## src/core/cwm_map.vh

```
// Constants for the compare, word arithmetic and multiply/divide unit.
// Assumes a CPU-side sequencer that issues one operation at a time.
`ifndef CWM_MAP_VH
`define CWM_MAP_VH

// ****************************************************************
// Operation codes
// ****************************************************************
`define CWM_OP_W 4
`define CWM_OP_BYTE_CMP 4'h0
`define CWM_OP_CMP_ZERO 4'h1
`define CWM_OP_IDX_CMP 4'h2
`define CWM_OP_WORD_CMP 4'h3
`define CWM_OP_WORD_ADD 4'h4
`define CWM_OP_WORD_SUB 4'h5
`define CWM_OP_BYTE_MUL 4'h6
`define CWM_OP_UWORD_MUL 4'h7
`define CWM_OP_SWORD_MUL 4'h8
`define CWM_OP_WORD_DIV 4'h9
`define CWM_OP_DWORD_DIV 4'hA
`define CWM_OP_UMAC 4'hB
`define CWM_OP_SMAC 4'hC

// ****************************************************************
// Clock counts
// ****************************************************************
`define CWM_CNT_W 6
`define CWM_CLK_PLAIN 6'h01
`define CWM_CLK_SEG 6'h02
`define CWM_CLK_FLASH 6'h04
`define CWM_CLK_FLASH_SEG 6'h05
`define CWM_CLK_BYTE_MUL 6'h01
`define CWM_CLK_WORD_MUL 6'h02
`define CWM_CLK_WORD_DIV 6'h09
`define CWM_CLK_DWORD_DIV 6'h11
`define CWM_CLK_MAC 6'h03
`define CWM_CLK_RAM_EXTRA 6'h03

// ****************************************************************
// Flag write mask bits, divider step counts and reset values
// ****************************************************************
`define CWM_FLAG_Z 2
`define CWM_FLAG_AC 1
`define CWM_FLAG_CY 0
`define CWM_DIV_STEPS_WORD 5'h08
`define CWM_DIV_STEPS_DWORD 5'h10
`define CWM_RST_WORD 16'h0000
`define CWM_RST_DWORD 32'h0000_0000

`endif

```

## src/core/none.v

```verilog
`timescale 1ns/100ps
`default_nettype none
`default_nettype wire

```

## src/core/cwm_divider.v

```verilog
// Iterative unsigned divider, two quotient bits per clock.
// Assumes load_i is a one-cycle pulse and operands are stable at it.
`timescale 1ns/100ps
`default_nettype none
`include "cwm_map.vh"

module cwm_divider (
    // Clock and reset
    input wire clk_i,
    input wire rst_n_i,
    // Control
    input wire load_i,
    input wire wide_i,
    // Operands
    input wire [31:0] dividend_i,
    input wire [31:0] divisor_i,
    // Results
    output wire [31:0] quot_o,
    output wire [31:0] rem_o
);

    reg [31:0] rem_q;
    reg [31:0] quo_q;
    reg [31:0] dsr_q;
    reg [4:0] steps_q;
    reg [63:0] s1;
    reg [63:0] s2;

    // One restoring step: shift in next dividend bit, subtract if it fits
    function [63:0] div_step;
        input [31:0] r;
        input [31:0] q;
        input [31:0] d;
        reg [32:0] t;
        begin
            t = {r, q[31]};
            if (t >= {1'b0, d}) begin
                t = t - {1'b0, d};
                div_step = {t[31:0], q[30:0], 1'b1};
            end else begin
                div_step = {t[31:0], q[30:0], 1'b0};
            end
        end
    endfunction

    // Two chained steps per clock
    always @* begin
        s1 = div_step(rem_q, quo_q, dsr_q);
        s2 = div_step(s1[63:32], s1[31:0], dsr_q);
    end

    // Load aligns a 16-bit dividend to the top so both widths share one path
    always @(posedge clk_i or negedge rst_n_i) begin
        if (!rst_n_i) begin
            rem_q <= `CWM_RST_DWORD;
            quo_q <= `CWM_RST_DWORD;
            dsr_q <= `CWM_RST_DWORD;
            steps_q <= 5'h00;
        end else if (load_i) begin
            rem_q <= `CWM_RST_DWORD;
            quo_q <= wide_i ? dividend_i : {dividend_i[15:0], 16'h0000};
            dsr_q <= divisor_i;
            steps_q <= wide_i ? `CWM_DIV_STEPS_DWORD : `CWM_DIV_STEPS_WORD;
        end else if (steps_q != 5'h00) begin
            rem_q <= s2[63:32];
            quo_q <= s2[31:0];
            steps_q <= steps_q - 5'h01;
        end
    end

    assign quot_o = quo_q;
    assign rem_o = rem_q;

endmodule // cwm_divider
`default_nettype wire

```

## src/core/cwm_unit.v

```verilog
// Compare, word add/subtract, multiply, divide and product-sum datapath.
// Assumes the sequencer holds operands stable on the start pulse and
// writes committed results back when done_o pulses.
`timescale 1ns/100ps
`default_nettype none
`include "cwm_map.vh"

module cwm_unit (
    // Clock and reset
    input wire clk_i,
    input wire rst_n_i,
    // Operation request
    input wire start_i,
    input wire [3:0] op_i,
    input wire flash_src_i,
    input wire seg_prefix_i,
    input wire ram_fetch_i,
    // Operands
    input wire [15:0] accumulator_pair_i,
    input wire [15:0] multiplier_pair_i,
    input wire [15:0] divisor_pair_i,
    input wire [15:0] index_pair_i,
    input wire [15:0] opnd_a_i,
    input wire [15:0] opnd_b_i,
    // Product-sum register software access
    input wire psum_wr_hi_i,
    input wire psum_wr_lo_i,
    input wire [15:0] psum_wdata_i,
    // Status
    output wire busy_o,
    output reg done_o,
    // Results
    output reg [15:0] accumulator_pair_o,
    output reg [15:0] multiplier_pair_o,
    output reg [15:0] divisor_pair_o,
    output reg [15:0] index_pair_o,
    output reg [3:0] pair_wr_o,
    output reg zero_flag_o,
    output reg half_carry_flag_o,
    output reg carry_out_flag_o,
    output reg [2:0] flag_wr_o,
    output wire [15:0] psum_hi_o,
    output wire [15:0] psum_lo_o
);

    // ************************************************************
    // Declarations
    // ************************************************************
    reg [5:0] cnt_q;
    reg [3:0] op_q;
    reg [15:0] ax_p_q;
    reg [15:0] bc_p_q;
    reg [3:0] wr_p_q;
    reg [2:0] flag_p_q;
    reg [2:0] fwr_p_q;
    reg [31:0] product_sum_register_q;
    reg [31:0] psum_p_q;
    reg [5:0] base_d;
    reg [5:0] cnt_d;
    reg [15:0] ax_d;
    reg [15:0] bc_d;
    reg [3:0] wr_d;
    reg [2:0] flag_d;
    reg [2:0] fwr_d;
    reg [31:0] psum_d;
    reg [17:0] diff_d;
    reg [31:0] prod_d;
    reg [32:0] mac_d;
    wire take_w;
    wire [31:0] quot_w;
    wire [31:0] rem_w;

    assign take_w = start_i && (cnt_q == 6'h00);
    assign busy_o = (cnt_q != 6'h00);

    // ************************************************************
    // Arithmetic helpers
    // ************************************************************

    // Returns {Z, AC, CY} for a - b (or a + b) over a byte or a word
    function [2:0] arith_flags;
        input [15:0] a;
        input [15:0] b;
        input sub;
        input wide;
        reg [16:0] r;
        reg [4:0] n;
        begin
            r = sub ? ({1'b0, a} - {1'b0, b}) : ({1'b0, a} + {1'b0, b});
            n = sub ? ({1'b0, a[3:0]} - {1'b0, b[3:0]}) : ({1'b0, a[3:0]} + {1'b0, b[3:0]});
            if (wide) begin
                arith_flags = {(r[15:0] == 16'h0000), n[4], r[16]};
            end else begin
                r = sub ? ({9'h000, a[7:0]} - {9'h000, b[7:0]})
                        : ({9'h000, a[7:0]} + {9'h000, b[7:0]});
                arith_flags = {(r[7:0] == 8'h00), n[4], r[8]};
            end
        end
    endfunction

    // Clock count for compare and add/subtract memory forms
    function [5:0] mem_clocks;
        input flash;
        input seg;
        begin
            if (flash) begin
                mem_clocks = seg ? `CWM_CLK_FLASH_SEG : `CWM_CLK_FLASH;
            end else begin
                mem_clocks = seg ? `CWM_CLK_SEG : `CWM_CLK_PLAIN;
            end
        end
    endfunction

    // 16 x 16 product, operands widened on purpose; low 32 bits hold
    // the signed product too when both are sign-extended
    function [31:0] mul16;
        input [15:0] a;
        input [15:0] b;
        input sgn;
        reg [31:0] ae;
        reg [31:0] be;
        begin
            ae = {{16{sgn & a[15]}}, a};
            be = {{16{sgn & b[15]}}, b};
            mul16 = ae * be;
        end
    endfunction

    // ************************************************************
    // Result and timing decode
    // ************************************************************

    // Computes pending results at the take edge; commit happens later
    always @* begin
        base_d = mem_clocks(flash_src_i, seg_prefix_i);
        ax_d = accumulator_pair_i;
        bc_d = multiplier_pair_i;
        wr_d = 4'h0;
        flag_d = 3'h0;
        fwr_d = 3'h0;
        psum_d = product_sum_register_q;
        diff_d = 18'h00000;
        prod_d = 32'h0000_0000;
        mac_d = 33'h0_0000_0000;
        case (op_i)
            `CWM_OP_BYTE_CMP: begin
                flag_d = arith_flags(opnd_a_i, opnd_b_i, 1'b1, 1'b0);
                fwr_d = 3'h7;
            end
            `CWM_OP_CMP_ZERO: begin
                flag_d = {(opnd_a_i[7:0] == 8'h00), 2'b00};
                fwr_d = 3'h7;
            end
            `CWM_OP_IDX_CMP: begin
                flag_d = arith_flags({8'h00, accumulator_pair_i[7:0]}, opnd_b_i,
                                     1'b1, 1'b0);
                fwr_d = 3'h7;
            end
            `CWM_OP_WORD_CMP: begin
                flag_d = arith_flags(accumulator_pair_i, opnd_b_i, 1'b1, 1'b1);
                fwr_d = 3'h7;
            end
            `CWM_OP_WORD_ADD: begin
                ax_d = accumulator_pair_i + opnd_b_i;
                flag_d = arith_flags(accumulator_pair_i, opnd_b_i, 1'b0, 1'b1);
                wr_d = 4'h1;
                fwr_d = 3'h7;
            end
            `CWM_OP_WORD_SUB: begin
                ax_d = accumulator_pair_i - opnd_b_i;
                flag_d = arith_flags(accumulator_pair_i, opnd_b_i, 1'b1, 1'b1);
                wr_d = 4'h1;
                fwr_d = 3'h7;
            end
            `CWM_OP_BYTE_MUL: begin
                base_d = `CWM_CLK_BYTE_MUL;
                ax_d = {8'h00, accumulator_pair_i[15:8]} * {8'h00, accumulator_pair_i[7:0]};
                wr_d = 4'h1;
            end
            `CWM_OP_UWORD_MUL: begin
                base_d = `CWM_CLK_WORD_MUL;
                prod_d = mul16(accumulator_pair_i, multiplier_pair_i, 1'b0);
                {bc_d, ax_d} = prod_d;
                wr_d = 4'h3;
            end
            `CWM_OP_SWORD_MUL: begin
                base_d = `CWM_CLK_WORD_MUL;
                prod_d = mul16(accumulator_pair_i, multiplier_pair_i, 1'b1);
                {bc_d, ax_d} = prod_d;
                wr_d = 4'h3;
            end
            `CWM_OP_WORD_DIV: begin
                base_d = `CWM_CLK_WORD_DIV;
                wr_d = 4'h5;
            end
            `CWM_OP_DWORD_DIV: begin
                base_d = `CWM_CLK_DWORD_DIV;
                wr_d = 4'hF;
            end
            `CWM_OP_UMAC, `CWM_OP_SMAC: begin
                base_d = `CWM_CLK_MAC;
                if (op_i == `CWM_OP_SMAC) begin
                    prod_d = mul16(accumulator_pair_i, multiplier_pair_i, 1'b1);
                end else begin
                    prod_d = mul16(accumulator_pair_i, multiplier_pair_i, 1'b0);
                end
                mac_d = {1'b0, product_sum_register_q} + {1'b0, prod_d};
                diff_d = {2'b00, product_sum_register_q[15:0]} + {2'b00, prod_d[15:0]};
                psum_d = mac_d[31:0];
                if (op_i == `CWM_OP_SMAC) begin
                    // Signed overflow on the accumulation
                    flag_d = {1'b0, diff_d[16], (product_sum_register_q[31] == prod_d[31])
                              && (mac_d[31] != prod_d[31])};
                end else begin
                    flag_d = {1'b0, diff_d[16], mac_d[32]};
                end
                fwr_d = 3'h3;
            end
            default: begin
                base_d = `CWM_CLK_PLAIN;
            end
        endcase
        // Fetching from RAM stretches the operation to twice plus three
        cnt_d = ram_fetch_i ? ((base_d << 1) + `CWM_CLK_RAM_EXTRA) : base_d;
    end

    // ************************************************************
    // Sequencer and commit
    // ************************************************************

    // Counts the operation's clocks and commits results on the last one
    always @(posedge clk_i or negedge rst_n_i) begin
        if (!rst_n_i) begin
            cnt_q <= 6'h00;
            op_q <= `CWM_OP_BYTE_CMP;
            ax_p_q <= `CWM_RST_WORD;
            bc_p_q <= `CWM_RST_WORD;
            wr_p_q <= 4'h0;
            flag_p_q <= 3'h0;
            fwr_p_q <= 3'h0;
            psum_p_q <= `CWM_RST_DWORD;
            done_o <= 1'b0;
            accumulator_pair_o <= `CWM_RST_WORD;
            multiplier_pair_o <= `CWM_RST_WORD;
            divisor_pair_o <= `CWM_RST_WORD;
            index_pair_o <= `CWM_RST_WORD;
            pair_wr_o <= 4'h0;
            zero_flag_o <= 1'b0;
            half_carry_flag_o <= 1'b0;
            carry_out_flag_o <= 1'b0;
            flag_wr_o <= 3'h0;
        end else begin
            done_o <= 1'b0;
            pair_wr_o <= 4'h0;
            flag_wr_o <= 3'h0;
            if (take_w) begin
                cnt_q <= cnt_d;
                op_q <= op_i;
                ax_p_q <= ax_d;
                bc_p_q <= bc_d;
                wr_p_q <= wr_d;
                flag_p_q <= flag_d;
                fwr_p_q <= fwr_d;
                psum_p_q <= psum_d;
            end else if (cnt_q != 6'h00) begin
                cnt_q <= cnt_q - 6'h01;
                if (cnt_q == 6'h01) begin
                    done_o <= 1'b1;
                    pair_wr_o <= wr_p_q;
                    flag_wr_o <= fwr_p_q;
                    {zero_flag_o, half_carry_flag_o, carry_out_flag_o} <= flag_p_q;
                    if (op_q == `CWM_OP_WORD_DIV) begin
                        accumulator_pair_o <= quot_w[15:0];
                        divisor_pair_o <= rem_w[15:0];
                    end else if (op_q == `CWM_OP_DWORD_DIV) begin
                        {multiplier_pair_o, accumulator_pair_o} <= quot_w;
                        {index_pair_o, divisor_pair_o} <= rem_w;
                    end else begin
                        accumulator_pair_o <= ax_p_q;
                        multiplier_pair_o <= bc_p_q;
                    end
                end
            end
        end
    end

    // Product-sum register: software halves, accumulate at commit
    always @(posedge clk_i or negedge rst_n_i) begin
        if (!rst_n_i) begin
            product_sum_register_q <= `CWM_RST_DWORD;
        end else if ((cnt_q == 6'h01) && !take_w &&
                     ((op_q == `CWM_OP_UMAC) || (op_q == `CWM_OP_SMAC))) begin
            product_sum_register_q <= psum_p_q;
        end else begin
            if (psum_wr_hi_i) begin
                product_sum_register_q[31:16] <= psum_wdata_i;
            end
            if (psum_wr_lo_i) begin
                product_sum_register_q[15:0] <= psum_wdata_i;
            end
        end
    end

    assign psum_hi_o = product_sum_register_q[31:16];
    assign psum_lo_o = product_sum_register_q[15:0];

    // Divider is loaded on the take edge; results are read at commit
    cwm_divider u_div (
        .clk_i(clk_i),
        .rst_n_i(rst_n_i),
        .load_i(take_w && ((op_i == `CWM_OP_WORD_DIV) || (op_i == `CWM_OP_DWORD_DIV))),
        .wide_i(op_i == `CWM_OP_DWORD_DIV),
        .dividend_i({multiplier_pair_i, accumulator_pair_i} &
                    {{16{op_i == `CWM_OP_DWORD_DIV}}, 16'hFFFF}),
        .divisor_i({index_pair_i, divisor_pair_i} &
                   {{16{op_i == `CWM_OP_DWORD_DIV}}, 16'hFFFF}),
        .quot_o(quot_w),
        .rem_o(rem_w)
    );

endmodule // cwm_unit
`default_nettype wire

```

## config.mk

```make
export PLATFORM = sky130hd
export DESIGN_NAME = cwm_unit
export DESIGN_NICKNAME = d
export VERILOG_FILES = /design/src/core/none.v /design/src/core/cwm_divider.v /design/src/core/cwm_unit.v
export VERILOG_INCLUDE_DIRS = /design/src /design/src/core
export SDC_FILE = /design/constraint.sdc
export NUM_CORES = 2
export LEC_CHECK = 0
export BUFFER_PORTS_ARGS = -buffer_cell sky130_fd_sc_hd__buf_2
export CORE_UTILIZATION = 60
export CTS_BUF_LIST = sky130_fd_sc_hd__clkbuf_16
export DETAILED_ROUTE_END_ITERATION = 6
export MAX_ROUTING_LAYER = met4
export PLACE_DENSITY = 0.79
export SYNTH_ARGS = -nofsm -noshare
export SYNTH_HDL_FRONTEND = slang
export SYNTH_SLANG_ARGS = --single-unit
```

## constraint.sdc

```tcl
create_clock -name clk_i -period 6 [get_ports clk_i]
set_input_delay 0.9 -clock clk_i [delete_from_list [all_inputs] [get_ports clk_i]]
set_output_delay 0.9 -clock clk_i [all_outputs]
set_load 0.02 [all_outputs]
```

; ---- Word level (Yosys, flattened, before mapping)
; Index checks and enable logic that the tools add are counted.
[classes]
add_sub_neg = 16
n_mul = 3
magnitude_cmp = 2
n_eq_ne = 19
n_mux = 43
n_bitwise = 4
n_reduce_logical = 31
[op_table]
columns = operator, count
row1 = $mux W32, 9
row2 = $mux W64, 2
row3 = $mux W16, 7
row4 = $pmux W16 S5, 1
row5 = $ge A33 B32 Y1, 2
row6 = $and A32 B32 Y32, 2
row7 = $mul A16 B16 Y32, 2
row8 = $sub A32 B32 Y32, 2
row9 = $eq A4 B4 Y1 const B, 9
row10 = $add A16 B16 Y17, 2
row11 = $add A32 B32 Y33, 1
row12 = $logic_not A16 Y1, 2
row13 = $pmux W16 S2, 1
row14 = $pmux W5 S5, 1
row15 = $logic_not A8 Y1, 3
row16 = $mux W6, 3
row17 = $pmux W3 S6, 1
row18 = $sub A8 B8 Y9, 2
row19 = $sub A16 B16 Y17, 1
row20 = $add A16 B16 Y16, 1
row21 = $eq A4 B3 Y1 const B, 4
row22 = $mul A8 B8 Y16, 1
row23 = $pmux W4 S4, 1
row24 = $sub A16 B16 Y16, 1
row25 = other kinds (31), 57
[totals]
reg_bits = 292

; ---- Logic depth before layout (Yosys ltp)
[logic_depth]
depth_word = 8
depth_mapped = 38

; ---- By module
; A second synthesis with hierarchy kept.
[unflattened]
cells_unflattened = 4495
area_unflattened_um2 = 38565.7
[by_module_without_submodules]
columns = mod, instances, cells_each, area_per_inst_um2, seq_area_each_um2
row1 = cwm_unit, 1, 3468, 30250.3, 4729.5
row2 = cwm_divider, 1, 1027, 8315.5, 2527.4

; ---- Least setup slack after synthesis
; Ideal clock, no wire load.
[synth_path]
path_kind = input to register
from = input accumulator_pair_i[10]
to = register flag_p_q[0]
arrival_time_ps = 8698
slack_ps = -2824
cell_stages = 33
n_path_buf = 2
path_cell_list = clkbuf_1 -> clkbuf_1 -> nand2_1 -> fa_1 -> fa_1 -> inv_1 -> fa_1 -> fa_1 -> inv_1 -> fa_1 -> inv_1 -> fa_1 -> ha_1 -> and3_4 -> a221o_1 -> a221oi_2 -> a21bo_2 -> a211o_1 -> xor2_1 -> nand2_1 -> o31ai_1 -> ha_1 -> and4_1 -> and2_1 -> a22oi_1 -> nand3_1 -> a31o_2 -> o41ai_2 -> o211ai_1 -> o211ai_1 -> xnor2_1 -> nor2_1 -> o311a_1
[synth_between]
elab_chain_len = 8
elab_cells_between_ends = 12
[synth_lines]
columns = element, line
row1 = "start, declared", cwm_unit.v:19  ; input wire [15:0] accumulator_pair_i,
row2 = $mul A16 B16 Y32, cwm_unit.v:125  ; mul16 = ae * be;
row3 = $mux W32, cwm_unit.v:202  ; if (op_i == `CWM_OP_SMAC) begin
row4 = $mux W32, cwm_unit.v:145  ; case (op_i)
row5 = $add A32 B32 Y33, cwm_unit.v:207  ; mac_d = {1'b0, product_sum_register_q} + {1'b0, prod_d};
row6 = $ne A1 B1 Y1, cwm_unit.v:213  ; && (mac_d[31] != prod_d[31])};
row7 = $logic_and A1 B1 Y1, cwm_unit.v:213
row8 = $mux W1, cwm_unit.v:210  ; if (op_i == `CWM_OP_SMAC) begin
row9 = $pmux W3 S6 (*), cwm_unit.v:145
row10 = "end signal, assigned", cwm_unit.v:262  ; flag_p_q <= flag_d;
row11 = "end, declared", cwm_unit.v:54  ; reg [2:0] flag_p_q;
; Every way passes the cells marked *; elsewhere a longest branch is shown, timed or not. The select of a mux whose other input is x is not followed.
; A chain may end at the register's enable or synchronous reset.

; ---- Final worst setup path
[layout_path]
from = input accumulator_pair_i[7]
to = register psum_p_q[31]
[layout_between]
elab_chain_len = 5
elab_cells_between_ends = 6
[layout_lines]
columns = element, line
row1 = $mul A16 B16 Y32, cwm_unit.v:125
row2 = $mux W32 (*), cwm_unit.v:202
row3 = $mux W32 (*), cwm_unit.v:145
row4 = $add A32 B32 Y33 (*), cwm_unit.v:207
row5 = $mux W32 (*), cwm_unit.v:145
row6 = "end signal, assigned", cwm_unit.v:241  ; psum_p_q <= `CWM_RST_DWORD;
row7 = "end signal, assigned", cwm_unit.v:264  ; psum_p_q <= psum_d;
row8 = "end, declared", cwm_unit.v:57  ; reg [31:0] psum_p_q;
; Marked as above.

==> impl_metrics.env <==
export IMPL_outcome="finished with violations"
export IMPL_violations="DRC, setup timing"
export IMPL_async_reset_ff_share_pct=100
export IMPL_ys_top_cells_by_area="fa_1 21%, dfrtp_1 19%, ha_1 11%"
export IMPL_cts_tree="yes"
export IMPL_clk_pin_slew_worst_paths_ns=0.07
export IMPL_grtUsageMet3_pct=6.90
export IMPL_wl_microns=128000
export IMPL_worst_pin_slew_ns=1.21
export IMPL_final_antenna_net_count=0
export IMPL_antenna_found_initial=4
export IMPL_syn_nets=5304
export IMPL_row_count=92
export IMPL_met1_usage_pct=47.4
export IMPL_synth_xor_area_share_pct=4.67
export IMPL_clock_path_buffers=3
export IMPL_synth_top_cells_by_count="610 x inv_1, 499 x nand2_1, 409 x fa_1"
export IMPL_top_usage_layer="met2"
export IMPL_crit_path_end_kind="register"
export IMPL_die_height_microns=255
export IMPL_drt_iter0_drc=3108
export IMPL_slowest_delay_ns=0.64
export IMPL_yosysUniqueCellTypes=98
export IMPL_synthCells=4426
export IMPL_grt_ovfl_total=0
export IMPL_fmax_mhz=120
export IMPL_yosysSeqAreaShare_pct=18.9
export IMPL_final_nets=5971
export IMPL_rsz0062_at_grt="yes"
export IMPL_period_share_pct=138
export IMPL_yosysMostFrequentCell="inv_1"
export IMPL_num_io_pins=232
export IMPL_syn_cell_area_sq_mm=0.0383
export IMPL_drtPass1Iterations=7
export IMPL_min_path_type="in -> async"
export IMPL_grt_pass1_vias=36100
export IMPL_netlist_area_leader_share_pct=21.4
export IMPL_gp_congestion=1.02
export IMPL_avgSynthCellArea_sq_um=8.65
export IMPL_cp_slowest_cell="fa_1"
export IMPL_final_hold_violation_count=0
export IMPL_syn_to_final_growth_pct=24.5
export IMPL_ys_ff_latch=290
export IMPL_max_cap_viol_count=0
export IMPL_synthMuxAreaShare_pct=4.93
export IMPL_clk_latency_ns=0.53
export IMPL_synth_fa_ha_area_share_pct=32.7
export IMPL_vias=36000
export IMPL_synth_top_family_by_area="adder cells"
export IMPL_use_met2_pct=63.5
export IMPL_min_period_ns=8.30
export IMPL_drc=6
export IMPL_fin_ws_ns=-2.30
export IMPL_grt_pass1_wl_microns=195000
export IMPL_worst_path_most_repeated_cell="fa_1"
export IMPL_cts_root_buf="clkbuf_16"
export IMPL_die_area_sq_mm=0.0648
export IMPL_grt_max_degree=141
export IMPL_synth_top_area_cell="fa_1"
export IMPL_slew_violations=0
export IMPL_coreArea_sq_mm=0.0631
export IMPL_wl_per_cell_microns=21.4
export IMPL_start_kind="primary input"
export IMPL_yosys_warnings=0
export IMPL_synth_simple_gate_area_share_pct=13.9
export IMPL_drive_above_1_share_pct=24.3
export IMPL_cts_buffers=34
export IMPL_synth_edf_count=0
export IMPL_setup_tns_ns=-49.57
export IMPL_path_class="in -> reg"
export IMPL_fin_worst_skew_ns=0.0159
export IMPL_io_buffers=223
export IMPL_dp_hpwl_microns=97800
export IMPL_synth_compound_area_share_pct=16.8
export IMPL_cp_required_ns=6.42
export IMPL_critPathMaxFanout=5
export IMPL_critPathArrivalTime_ns=8.72
export IMPL_cts_htree_levels=2
export IMPL_max_slew_margin_pct=18.6
export IMPL_start_util_pct=60.7
export IMPL_viasPerCell=6.04
export IMPL_cts_sinks=290
export IMPL_synth_main_ff_cell="dfrtp_1"
export IMPL_grtUsageTotal_pct=39.8
export IMPL_setup_viol=43
export IMPL_dieWidth_microns=255
-- layer usage --
metal / routed length (microns) / vias up
met1: 47500 / 17500
met5: 0 / -
met2: 59900 / 1838
met4: 9490 / 0
li1: - / 16100
met3: 11100 / 541
-- layout by cell type, fill, tap and decap left out, types with 22 or more instances in the layout --
cell       instances
nor3_1            52
a21oi_1          230
o21ai_1           59
nand2b_1          39
o211ai_1          23
o22ai_1           22
nor2_1           209
xnor2_1          122
o21ai_0          276
and2_1           138
buf_2            201
nor2b_1           27
mux2i_1          119
a21o_1            70
fa_1             400
inv_1            598
ha_1             308
buf_4            556
buf_6             62
a21oi_2           33
mux2_2            50
clkbuf_16         34
a211oi_1          24
a31oi_1           25
nand3_1           36
ha_4              33
o21a_1            42
nand2_1          484
xor2_1            55
dfrtp_1          290
-- cell type report --
type,instances,area (sq um)
fillers,4443,15400
repair buffers,841,6260
diodes,7,17.5
clock buffers,34,851
inverters,610,2290
clock inverters,23,262
well taps,846,1060
multi-input cells,3316,29700
flip-flops and latches,290,7260
-- kinds of logic (layout without fill, tap and decap cells) --
logic type               Yosys count  in the layout
XOR/XNOR                         204            204
multiplexers                     181            181
flip-flops                       290            290
buffers and inverters            820           1508
AND/OR/NAND/NOR                 1146           1146
adder cells (fa/ha/maj)          754            754
other                              0              7
AO/OA/AOI/OAI                   1031           1031
-- timing repair --
action / 4_1_cts / 5_1_grt
endpoints found under the setup margin: 48 / 83
buffers inserted: 48 / 34
hold buffers: 0 / 0
pin swaps: 90 / 130
gates resized for setup: 245 / 168
gates cloned: 0 / 0
-- state kept, by name (all words and copies together) (netlist names), 5 cells and up --
name / flops
product_sum_register_q: 32
psum_p_q: 32
u_div.div_step.d: 32
u_div.quot_o: 32
u_div.rem_o: 32
accumulator_pair_o: 16
ax_p_q: 16
bc_p_q: 16
divisor_pair_o: 16
index_pair_o: 16
multiplier_pair_o: 16
cnt_q: 6
u_div.steps_q: 5
-- metrics by stage --
stage	instances	setup slack [ns]	hold WS, ns	instance area [sq um]	utilization, %
floorplan	4426	-2.45	0.430	38800	-
global placement	5836	-2.84	0.445	44200	70.0
detailed placement	5836	-2.93	0.451	44200	70.0
CTS	5934	-2.26	0.408	46600	73.9
global route	5964	-2.56	0.435	47700	75.6
finish	5967	-2.30	0.375	47700	75.6
-- worst max-delay path: cells and delay by family --
family	cells	cell delay, ns
xor gates and xnor gates	1	0.15
buffers and inverters	8	0.75
AOI/OAI and AO/OA	12	2.33
and+or+nand+nor	7	0.94
adders and majority gates	8	3.67
-- path summary, 6_finish.rpt --
| path | depth (start not counted) | slack [ns] | to | start |
|---|---|---|---|---|
| worst max-delay path | 36 | -2.30 | psum_p_q[31]$_DFFE_PN0P_ | accumulator_pair_i[7] |
| worst min-delay path | 1 | 0.37 | u_div.rem_o[25]$_DFFE_PN0P_ | rst_n_i |
| worst max register to register | 26 | 0.22 | u_div.rem_o[25]$_DFFE_PN0P_ | u_div.div_step.d[1]$_DFFE_PN0P_ |
| worst min register to register | 2 | 0.46 | fwr_p_q[2]$_DFFE_PN0P_ | fwr_p_q[2]$_DFFE_PN0P_ |
| max in group asynchronous | 2 | 4.32 | u_div.quot_o[19]$_DFFE_PN0P_ | rst_n_i |
| min in group clk_i | 2 | 0.46 | fwr_p_q[2]$_DFFE_PN0P_ | fwr_p_q[2]$_DFFE_PN0P_ |
Power is left out: the tool's default activity adds up to more than one toggle a clock period on the data nets, which glitch-free logic cannot reach.
